==> config.mk <==
export PLATFORM = sky130hd
export DESIGN_NAME = pacing_tag_regs
export DESIGN_NICKNAME = d
export VERILOG_FILES = /design/src/hdl/pacing_pkg.sv /design/src/hdl/egress_pacer.sv /design/src/hdl/pacing_tag_regs.sv
export SDC_FILE = /design/constraint.sdc
export NUM_CORES = 1
export LEC_CHECK = 0
export ABC_AREA = 0
export BUFFER_PORTS_ARGS = -buffer_cell sky130_fd_sc_hd__buf_4
export CAP_MARGIN = 20
export CORE_MARGIN = 5
export CORE_UTILIZATION = 45
export CTS_CLUSTER_DIAMETER = 30
export CTS_CLUSTER_SIZE = 10
export DETAILED_ROUTE_END_ITERATION = 7
export GPL_ROUTABILITY_DRIVEN = 0
export PLACE_DENSITY_LB_ADDON = 0.12
export SETUP_SLACK_MARGIN = 0.3
export SLEW_MARGIN = 20
export SYNTH_ARGS = -nofsm -noshare
export SYNTH_HDL_FRONTEND = slang
export SYNTH_SLANG_ARGS = --single-unit
==> constraint.sdc <==
create_clock -name pclk -period 4.45 [get_ports pclk]
set_input_delay 0 -clock pclk [delete_from_list [all_inputs] [get_ports pclk]]
set_output_delay 0 -clock pclk [all_outputs]
set_load 0.05 [all_outputs]
==> src/hdl/pacing_pkg.sv <==
// Constants, register map and field layout of the egress pacing and default tag register bank
// What this block does
// - Per-byte transmit time equals rate field plus one, times 20 ns.
// - Rate fields mean time spent per byte, never a bit rate.
// - Port 0 rate register: queue 1 in bits 25:13, queue 0 in 12:0.
// - Port 0 second rate register at index 1C0Eh: queue 3 high, queue 2 low.
// - Port 1 rate registers: queues 0/1 at 1C0Fh, queues 2/3 at 1C10h.
// - Port 2 rate registers: queues 0/1 at 1C11h, queues 2/3 at 1C12h.
// - Rate values act only while the global pacing enable is set.
// - Port 0 default priority, bits 14:12, resets to zero, used on tag insert/change.
// - Port 0 default VLAN ID, bits 11:0, resets to one, used on tag insert/change.
// - Default VLAN ID and priority live alone in the register at index 1C13h.
// - Priority-tagged packets always get the default VLAN ID, whatever change-VID says.
package pacing_pkg;

  // Register indices; the byte address is four times the index
  localparam logic [13:0] IDX_RATE_P0_Q01 = 14'h1C0D;
  localparam logic [13:0] IDX_RATE_P0_Q23 = 14'h1C0E;
  localparam logic [13:0] IDX_RATE_P1_Q01 = 14'h1C0F;
  localparam logic [13:0] IDX_RATE_P1_Q23 = 14'h1C10;
  localparam logic [13:0] IDX_RATE_P2_Q01 = 14'h1C11;
  localparam logic [13:0] IDX_RATE_P2_Q23 = 14'h1C12;
  localparam logic [13:0] IDX_PORT0_TAG = 14'h1C13;
  localparam logic [13:0] IDX_PACING_CTRL = 14'h1C1E;
  localparam logic [13:0] IDX_PACING_STATUS = 14'h1C1F;

  // Bus widths
  localparam int ADDR_W = 16;
  localparam int DATA_W = 32;
  localparam int STRB_W = 4;

  // Topology
  localparam int NUM_PORTS = 3;
  localparam int NUM_QUEUES = 4;
  localparam int NUM_PACERS = 12;
  localparam int NUM_RATE_REGS = 6;

  // Field layout
  localparam int RATE_W = 13;
  localparam int RATE_LO_LSB = 0;
  localparam int RATE_HI_LSB = 13;
  localparam int VID_W = 12;
  localparam int VID_LSB = 0;
  localparam int PRI_W = 3;
  localparam int PRI_LSB = 12;
  localparam int PACE_EN_BIT = 0;

  // Reset values
  localparam logic [RATE_W-1:0] RATE_RESET = 13'h0000;
  localparam logic [VID_W-1:0] VID_RESET = 12'h001;
  localparam logic [PRI_W-1:0] PRI_RESET = 3'h0;
  localparam logic PACE_EN_RESET = 1'b0;

  // Timing: one rate step is 20 ns, clock period is 20 ns
  localparam int CLK_PERIOD_NS = 20;
  localparam int RATE_STEP_NS = 20;
  localparam int STEP_CYCLES_RAW = RATE_STEP_NS / CLK_PERIOD_NS;
  localparam int STEP_CYCLES = (STEP_CYCLES_RAW < 1) ? 1 : STEP_CYCLES_RAW;
  localparam int STEP_CNT_W = 4;

  // Register select produced by address decode
  typedef enum {
    SEL_RATE0,
    SEL_RATE1,
    SEL_RATE2,
    SEL_RATE3,
    SEL_RATE4,
    SEL_RATE5,
    SEL_TAG,
    SEL_CTRL,
    SEL_STAT,
    SEL_NONE
  } reg_sel_t;

endpackage

==> src/hdl/egress_pacer.sv <==
// One queue's per-byte pacing timer
`timescale 1ns/1ns
`default_nettype none
module egress_pacer
  import pacing_pkg::*;
(
  input wire logic pclk,
  input wire logic presetn,
  input wire logic [RATE_W-1:0] rate,
  input wire logic enable,
  input wire logic tick,
  input wire logic byte_req,
  output logic byte_grant,
  output logic busy
);

  logic [RATE_W-1:0] wait_ff;
  logic [RATE_W-1:0] nxt_wait;

  // While enabled, grant only once the previous byte's time has run out; with enable low, grant every request at once
  // hold next byte
  assign busy = (wait_ff != RATE_RESET);
  assign byte_grant = byte_req & (~enable | ~busy);

  // Load the step count on a grant, then count steps down
  always_comb
  begin
    nxt_wait = wait_ff;
    if (!enable)
    begin
      nxt_wait = RATE_RESET;
    end
    else if (byte_grant)
    begin
      nxt_wait = rate;
    end
    else if (tick && busy)
    begin
      nxt_wait = wait_ff - 13'h0001;
    end
  end

  always_ff @(posedge pclk or negedge presetn)
  begin
    if (!presetn)
      wait_ff <= RATE_RESET;
    else
      wait_ff <= nxt_wait;
  end

endmodule
`default_nettype wire

==> src/hdl/pacing_tag_regs.sv <==
// APB register bank for egress pacing and port 0 default tag, with pacers and tag rewrite
//
// The APB interface to the registers was decided locally.
`timescale 1ns/1ns
`default_nettype none
module pacing_tag_regs
  import pacing_pkg::*;
(
  input wire logic pclk,
  input wire logic presetn,
  input wire logic psel,
  input wire logic penable,
  input wire logic pwrite,
  input wire logic [ADDR_W-1:0] paddr,
  input wire logic [DATA_W-1:0] pwdata,
  input wire logic [STRB_W-1:0] pstrb,
  output logic [DATA_W-1:0] prdata,
  output logic pready,
  output logic pslverr,
  input wire logic [NUM_PACERS-1:0] byte_req,
  output logic [NUM_PACERS-1:0] byte_grant,
  output logic [NUM_PACERS-1:0] queue_busy,
  output logic pace_active,
  input wire logic tag_valid_in,
  input wire logic tag_priority_tagged,
  input wire logic tag_insert,
  input wire logic tag_change_vid,
  input wire logic tag_change_pri,
  input wire logic [VID_W-1:0] tag_vid_in,
  input wire logic [PRI_W-1:0] tag_pri_in,
  output logic tag_valid_out,
  output logic [VID_W-1:0] tag_vid_out,
  output logic [PRI_W-1:0] tag_pri_out,
  output logic [VID_W-1:0] default_vid,
  output logic [PRI_W-1:0] default_pri
);

  // Map a byte address onto a register; misaligned or unknown gives none
  function automatic reg_sel_t decode(input logic [ADDR_W-1:0] addr);
    logic [13:0] idx;
    idx = addr[ADDR_W-1:2];
    decode = SEL_NONE;
    if (addr[1:0] == 2'h0)
    begin
      case (idx)
        IDX_RATE_P0_Q01: decode = SEL_RATE0;
        IDX_RATE_P0_Q23: decode = SEL_RATE1;
        IDX_RATE_P1_Q01: decode = SEL_RATE2;
        IDX_RATE_P1_Q23: decode = SEL_RATE3;
        IDX_RATE_P2_Q01: decode = SEL_RATE4;
        IDX_RATE_P2_Q23: decode = SEL_RATE5;
        IDX_PORT0_TAG: decode = SEL_TAG;
        IDX_PACING_CTRL: decode = SEL_CTRL;
        IDX_PACING_STATUS: decode = SEL_STAT;
        default: decode = SEL_NONE;
      endcase
    end
  endfunction

  // Rate register slot number for a select; only meaningful for rate selects
  function automatic int unsigned rate_slot(input reg_sel_t sel);
    rate_slot = 0;
    case (sel)
      SEL_RATE0: rate_slot = 0;
      SEL_RATE1: rate_slot = 1;
      SEL_RATE2: rate_slot = 2;
      SEL_RATE3: rate_slot = 3;
      SEL_RATE4: rate_slot = 4;
      SEL_RATE5: rate_slot = 5;
      default: rate_slot = 0;
    endcase
  endfunction

  // Byte-lane merge of write data into the current word
  function automatic logic [DATA_W-1:0] merge(input logic [DATA_W-1:0] old_word,
                                               input logic [DATA_W-1:0] new_word,
                                               input logic [STRB_W-1:0] strb);
    merge = old_word;
    for (int b = 0; b < STRB_W; b++)
    begin
      if (strb[b])
        merge[b*8 +: 8] = new_word[b*8 +: 8];
    end
  endfunction

  // Register state
  logic [RATE_W-1:0] rate_ff [NUM_PACERS];
  logic [RATE_W-1:0] nxt_rate [NUM_PACERS];
  logic [VID_W-1:0] vid_ff;
  logic [VID_W-1:0] nxt_vid;
  logic [PRI_W-1:0] pri_ff;
  logic [PRI_W-1:0] nxt_pri;
  logic pace_en_ff;
  logic nxt_pace_en;
  logic [DATA_W-1:0] rdata_ff;
  logic [DATA_W-1:0] nxt_rdata;
  logic err_ff;
  logic nxt_err;

  // Tag rewrite state
  logic tag_valid_ff;
  logic nxt_tag_valid;
  logic [VID_W-1:0] tag_vid_ff;
  logic [VID_W-1:0] nxt_tag_vid;
  logic [PRI_W-1:0] tag_pri_ff;
  logic [PRI_W-1:0] nxt_tag_pri;

  // Timebase state
  logic [STEP_CNT_W-1:0] step_ff;
  logic [STEP_CNT_W-1:0] nxt_step;
  logic tick;

  // Bus phase decode and the word being read or merged
  logic setup_phase;
  logic access_wr;
  reg_sel_t sel;
  logic [DATA_W-1:0] cur_word;
  logic [DATA_W-1:0] wr_word;

  // APB phases; a write lands only in the access phase
  assign setup_phase = psel & ~penable;
  assign access_wr = psel & penable & pwrite;
  assign sel = decode(paddr);

  // Current contents of the addressed register, reserved bits as zero
  always_comb
  begin
    int unsigned k;
    k = rate_slot(sel);
    cur_word = '0;
    case (sel)
      SEL_RATE0, SEL_RATE1, SEL_RATE2, SEL_RATE3, SEL_RATE4, SEL_RATE5:
      begin
        cur_word[RATE_LO_LSB +: RATE_W] = rate_ff[2*k];
        cur_word[RATE_HI_LSB +: RATE_W] = rate_ff[2*k+1];
      end
      SEL_TAG:
      begin
        cur_word[VID_LSB +: VID_W] = vid_ff;
        cur_word[PRI_LSB +: PRI_W] = pri_ff;
      end
      SEL_CTRL:
      begin
        cur_word[PACE_EN_BIT] = pace_en_ff;
      end
      SEL_STAT:
      begin
        // Live busy flags; a read may race a queue finishing its byte
        cur_word[NUM_PACERS-1:0] = queue_busy;
      end
      default:
      begin
        cur_word = '0;
      end
    endcase
  end

  assign wr_word = merge(cur_word, pwdata, pstrb);

  // Next register values; writes land in the access phase, which never waits
  always_comb
  begin
    int unsigned k;
    k = rate_slot(sel);
    for (int i = 0; i < NUM_PACERS; i++)
    begin
      nxt_rate[i] = rate_ff[i];
    end
    nxt_vid = vid_ff;
    nxt_pri = pri_ff;
    nxt_pace_en = pace_en_ff;
    if (access_wr)
    begin
      case (sel)
        SEL_RATE0, SEL_RATE1, SEL_RATE2, SEL_RATE3, SEL_RATE4, SEL_RATE5:
        begin
          // low field even queue, high field odd queue
          nxt_rate[2*k] = wr_word[RATE_LO_LSB +: RATE_W];
          nxt_rate[2*k+1] = wr_word[RATE_HI_LSB +: RATE_W];
        end
        SEL_TAG:
        begin
          nxt_vid = wr_word[VID_LSB +: VID_W];
          nxt_pri = wr_word[PRI_LSB +: PRI_W];
        end
        SEL_CTRL:
        begin
          nxt_pace_en = wr_word[PACE_EN_BIT];
        end
        default:
        begin
          // Status and unmapped writes are dropped without side effects
          nxt_pace_en = pace_en_ff;
        end
      endcase
    end
  end

  // Read data and error are captured in the setup phase so they come from flops
  always_comb
  begin
    nxt_rdata = rdata_ff;
    nxt_err = err_ff;
    if (setup_phase)
    begin
      // Write cycles return zero so stale read data never leaks
      nxt_rdata = pwrite ? '0 : cur_word;
      nxt_err = (sel == SEL_NONE);
    end
  end

  // Register file; reset values come from the package
  always_ff @(posedge pclk or negedge presetn)
  begin
    if (!presetn)
    begin
      for (int i = 0; i < NUM_PACERS; i++)
      begin
        rate_ff[i] <= RATE_RESET;
      end
      vid_ff <= VID_RESET;
      pri_ff <= PRI_RESET;
      pace_en_ff <= PACE_EN_RESET;
      rdata_ff <= '0;
      err_ff <= 1'b0;
    end
    else
    begin
      for (int i = 0; i < NUM_PACERS; i++)
      begin
        rate_ff[i] <= nxt_rate[i];
      end
      vid_ff <= nxt_vid;
      pri_ff <= nxt_pri;
      pace_en_ff <= nxt_pace_en;
      rdata_ff <= nxt_rdata;
      err_ff <= nxt_err;
    end
  end

  // Zero-wait slave: every access phase completes at once
  // A slower core bus would need pready from a wait counter instead
  assign pready = 1'b1;
  assign prdata = rdata_ff;
  assign pslverr = psel & penable & err_ff;

  // Timebase: one tick per rate step, held in reset while pacing is off
  always_comb
  begin
    nxt_step = step_ff;
    if (!pace_en_ff || tick)
      nxt_step = '0;
    else
      nxt_step = step_ff + 4'h1;
  end

  // With a 20 ns clock every cycle is a step; a faster clock only changes the constants
  // one step is 20 ns
  assign tick = (step_ff == STEP_CNT_W'(STEP_CYCLES - 1));

  // Step counter register
  always_ff @(posedge pclk or negedge presetn)
  begin
    if (!presetn)
      step_ff <= '0;
    else
      step_ff <= nxt_step;
  end

  // One pacer per port and queue; pacer index is port times four plus queue
  // rate is time per byte
  generate
    for (genvar g = 0; g < NUM_PACERS; g++)
    begin : g_pacer
      egress_pacer u_pacer (
        .pclk(pclk),
        .presetn(presetn),
        .rate(rate_ff[g]),
        .enable(pace_en_ff),
        .tick(tick),
        .byte_req(byte_req[g]),
        .byte_grant(byte_grant[g]),
        .busy(queue_busy[g])
      );
    end
  endgenerate

  // Register values the egress datapath uses directly
  assign pace_active = pace_en_ff;
  assign default_vid = vid_ff;
  assign default_pri = pri_ff;

  // Egress tag rewrite for port 0, one cycle of latency
  always_comb
  begin
    nxt_tag_valid = tag_valid_in;
    nxt_tag_vid = tag_vid_ff;
    nxt_tag_pri = tag_pri_ff;
    if (tag_valid_in)
    begin
      nxt_tag_vid = tag_vid_in;
      nxt_tag_pri = tag_pri_in;
      // Priority-tagged frames carry VLAN ID zero, so the default always replaces it
      // priority-tagged always replaced
      if (tag_insert || tag_change_vid || tag_priority_tagged)
        nxt_tag_vid = vid_ff;
      // default priority on insert or change
      if (tag_insert || tag_change_pri)
        nxt_tag_pri = pri_ff;
    end
  end

  // Tag result registers; VLAN ID and priority outputs hold until the next valid, tag_valid_out follows tag_valid_in
  always_ff @(posedge pclk or negedge presetn)
  begin
    if (!presetn)
    begin
      tag_valid_ff <= 1'b0;
      tag_vid_ff <= VID_RESET;
      tag_pri_ff <= PRI_RESET;
    end
    else
    begin
      tag_valid_ff <= nxt_tag_valid;
      tag_vid_ff <= nxt_tag_vid;
      tag_pri_ff <= nxt_tag_pri;
    end
  end

  // Tag outputs straight from flops, so no glitch reaches the frame editor
  assign tag_valid_out = tag_valid_ff;
  assign tag_vid_out = tag_vid_ff;
  assign tag_pri_out = tag_pri_ff;

endmodule
`default_nettype wire

==> results_dict.tcl <==
set metrics [dict create \
    path_max_fanout 23 \
    tightest_slew_ns 1.13 \
    drc 0 \
    n_fill_cell 3994 \
    power_uw 11300 \
    switching_power_uw 2620 \
    synth_most_common_cell "dfrtp_1" \
    htreeDepth 3 \
    root_buffer "clkbuf_16" \
    die_y_um 225 \
    internal-power_uw 8660 \
    ys_seq_area_share_pct 45.3 \
    drive_gt1_share_pct 17.1 \
    cts_tree "done" \
    timing_hold_violations_final 0 \
    die_area_sq_um 50400 \
    wirelength_um 73800 \
    yosys_warnings 0 \
    layout_setup_ws_ns 0.505 \
    rr_startpoint "g_pacer[5].u_pacer.wait_ff[0]$_DFFE_PN0P_" \
    slew_headroom_pct 24.2 \
    start_kind "flop" \
    synthSimpleGateAreaFrac_pct 22.2 \
    grt.overflow.total 0 \
    skew_ns 0.0224 \
    clk_path_buf_depth 3 \
    power_density_nw_per_um2 425 \
    post-cts-setup-buffers 0 \
    placedCellCount 3103 \
    via_per_inst 6.00 \
    finalNetCount 2781 \
    synth_top_area_cell "dfrtp_1" \
    cts_buffers 97 \
    power_frac_clock_pct 63.6 \
    synthMuxAreaShare_pct 3.15 \
    ios 179 \
    final_util_pct 58.4 \
    drv_slew 0 \
    min_path_type "input port to async pin" \
    hpwl_um 51700 \
    arrival_ns 3.94 \
    crit_start "g_pacer[5].u_pacer.wait_ff[0]$_DFFE_PN0P_" \
    avgSynthCellArea_sq_um 8.45 \
    clock_sinks 375 \
    period_needed_ns 3.94 \
    portBuffers 165 \
    yosys_register_bits 375 \
    grt_max_degree 112 \
    setup_viol 0 \
    power_frac_seq_pct 30.5 \
    dr.pass1.iters 8 \
    placementRows 78 \
    grt_setup_unrepaired "false" \
    core_area_sq_um 45500 \
    clock_latency_ns 0.63 \
    antenna_found_initial 1 \
    max_freq_ghz 0.253 \
    synth_cell_types 91 \
    peakVddDrop_uv 295 \
    synth_edf_count 0 \
    ys_top_cells_by_area "dfrtp_1 45%, a21oi_1 6.2%, nand2_1 6.2%" \
    syn_area_sq_um 20700 \
    synth_xor_area_share_pct 0.211 \
    synthArstFlopShare_pct 100 \
    synthAdderAreaFrac_pct 0.846 \
    leakagePower_uw 0.0118 \
    synth_top_cell_area_share_pct 45.1 \
    swShare_pct 23.2 \
    synth_cells 2451 \
    synth_common_cells "373 x dfrtp_1, 341 x nand2_1, 300 x nor2_1, 258 x a21oi_1, 156 x o21ai_0" \
    syn2layout_area_growth_pct 28.2 \
    layout.cells.non_filler 3357 \
    final.setup.tns_ns 0 \
    synth-main-ff-cell "dfrtp_1" \
    post-route-period-util_pct 88.6 \
    grt_pass1_wl_um 114000 \
    combPwrFrac_pct 5.9 \
    synth_top_family_by_area "compound AO/OA/AOI/OAI gates" \
    wl_per_cell_um 22.0 \
    status "finished, final reports clean" \
    dr_total_vias 20200 \
    grt_usage_pct 28.6 \
    ant_nets 0 \
    worst_ep_required_time_ns 4.45 \
    cap_viol_max_count 0 \
    drt-initial-drc-count 2052 \
    path_clk_slew_ns 0.05 \
    crit_path_end_kind "output port" \
    start_util_pct 45.5 \
    grt_pass1_vias 19600 \
    synth_compound_area_share_pct 23.3 \
    dieWidth_um 225 \
    post-place-ws_ns 0.769 \
    worst-setup-path-type "flop to output port" \
]
[flip-flops by register name, summed over array words and instances, names as in the netlist]
register                 flops
pace_active                  1
step_ff                      4
rate_ff                    156
default_vid                 12
tag_valid_out                1
tag_vid_out                 12
g_pacer.u_pacer.wait_ff    156
default_pri                  3
prdata                      26
err_ff                       1
tag_pri_out                  3
[layout make-up]
class	count	area [sq um]	area share, %
Antenna cell	1	2.50	0.00942
Clock buffer	128	2750	10.3
Clock inverter	49	654	2.46
Inverter	56	213	0.801
Multi-Input combinational cell	1853	10400	39.0
Sequential cell	375	9390	35.4
Tap cell	600	751	2.83
Timing Repair Buffer	295	2440	9.18
[what timing repair did]
action | 4_1_cts | 5_1_grt
gates resized for setup | 0 | 1
endpoints found under the hold margin | 333 | 0
endpoints found under the setup margin | 0 | 1
hold buffers | 76 | 0
[per-stage QoR]
stage / hold WS [ns] / instance area (sq um)
3_5_place_dp: 0.122 / 22400
2_1_floorplan: -0.296 / 20700
5_1_grt: 0.0512 / 26600
3_3_place_gp: 0.118 / 22400
6_report: 0.0162 / 26600
4_1_cts: 0.000608 / 26500
[cell usage in the layout (no fill, tap or decap), types with 14 or more instances in the layout]
cell,count
a211oi_1,30
a21oi_1,258
a22oi_1,19
a31oi_1,41
and2_1,21
buf_4,216
clkbuf_16,98
clkbuf_8,18
clkinv_2,15
dfrtp_1,372
dlygate4sd3_1,76
ha_1,14
inv_1,41
mux2_2,18
mux2i_1,40
nand2_1,341
nand2b_1,21
nand3_1,49
nor2_1,300
nor3_1,69
nor4_1,35
o21a_1,16
o21ai_0,155
o21ai_1,80
o22ai_1,14
o31ai_1,45
or3_1,25
or4_1,23
[worst max-delay path, cell delays in order, from the launching register on]
cell and delay (ns):
dfrtp_1 0.41, inv_1 0.08, ha_1 0.18, or3b_2 0.50
or4_1 0.53, or3_1 0.44, nor2_2 0.25, o21ai_1 0.26
inv_2 0.40, buf_4 0.28
[routing by layer]
metal  vias up  routed length, um  global-route usage, %
met3       196               5460                   5.83
met1      9774              30100                   37.3
met5         -                  0                      0
li1       9358                  -                      -
met4         0               3440                   12.5
met2       829              34800                   46.5
[cells by family after synthesis]
group / after synthesis
AO/OA/AOI/OAI: 785
XOR/XNOR: 5
adder cells (fa/ha/maj): 14
buffers and inverters: 228
flip-flops: 375
multiplexers: 62
other: 2
AND/OR/NAND/NOR: 980
[power groups by stage]
| stage | sequential (uW) | combinational (uW) | clock [uW] |
|---|---|---|---|
| 2_1_floorplan | 3530 | 312 | 0 |
| 3_3_place_gp | 3490 | 599 | 0 |
| 3_5_place_dp | 3490 | 607 | 0 |
| 4_1_cts | 3440 | 657 | 7250 |
| 5_1_grt | 3440 | 719 | 7460 |
| 6_report | 3440 | 660 | 7170 |
[worst paths after layout]
check,end,slack (ns),cells past startpoint
setup / recovery,byte_grant[5],0.51,9
hold / removal,tag_vid_out[6]$_DFFE_PN0P_,0.02,2
setup reg to reg,g_pacer[5].u_pacer.wait_ff[3]$_DFFE_PN0P_,0.72,11
hold reg to reg,prdata[0]$_DFFE_PN0P_,0.48,2
max in group asynchronous,g_pacer[9].u_pacer.wait_ff[3]$_DFFE_PN0P_,3.00,3
min in group pclk,pace_active$_DFFE_PN0P_,0.04,5
(Power assumes the default switching activity.)
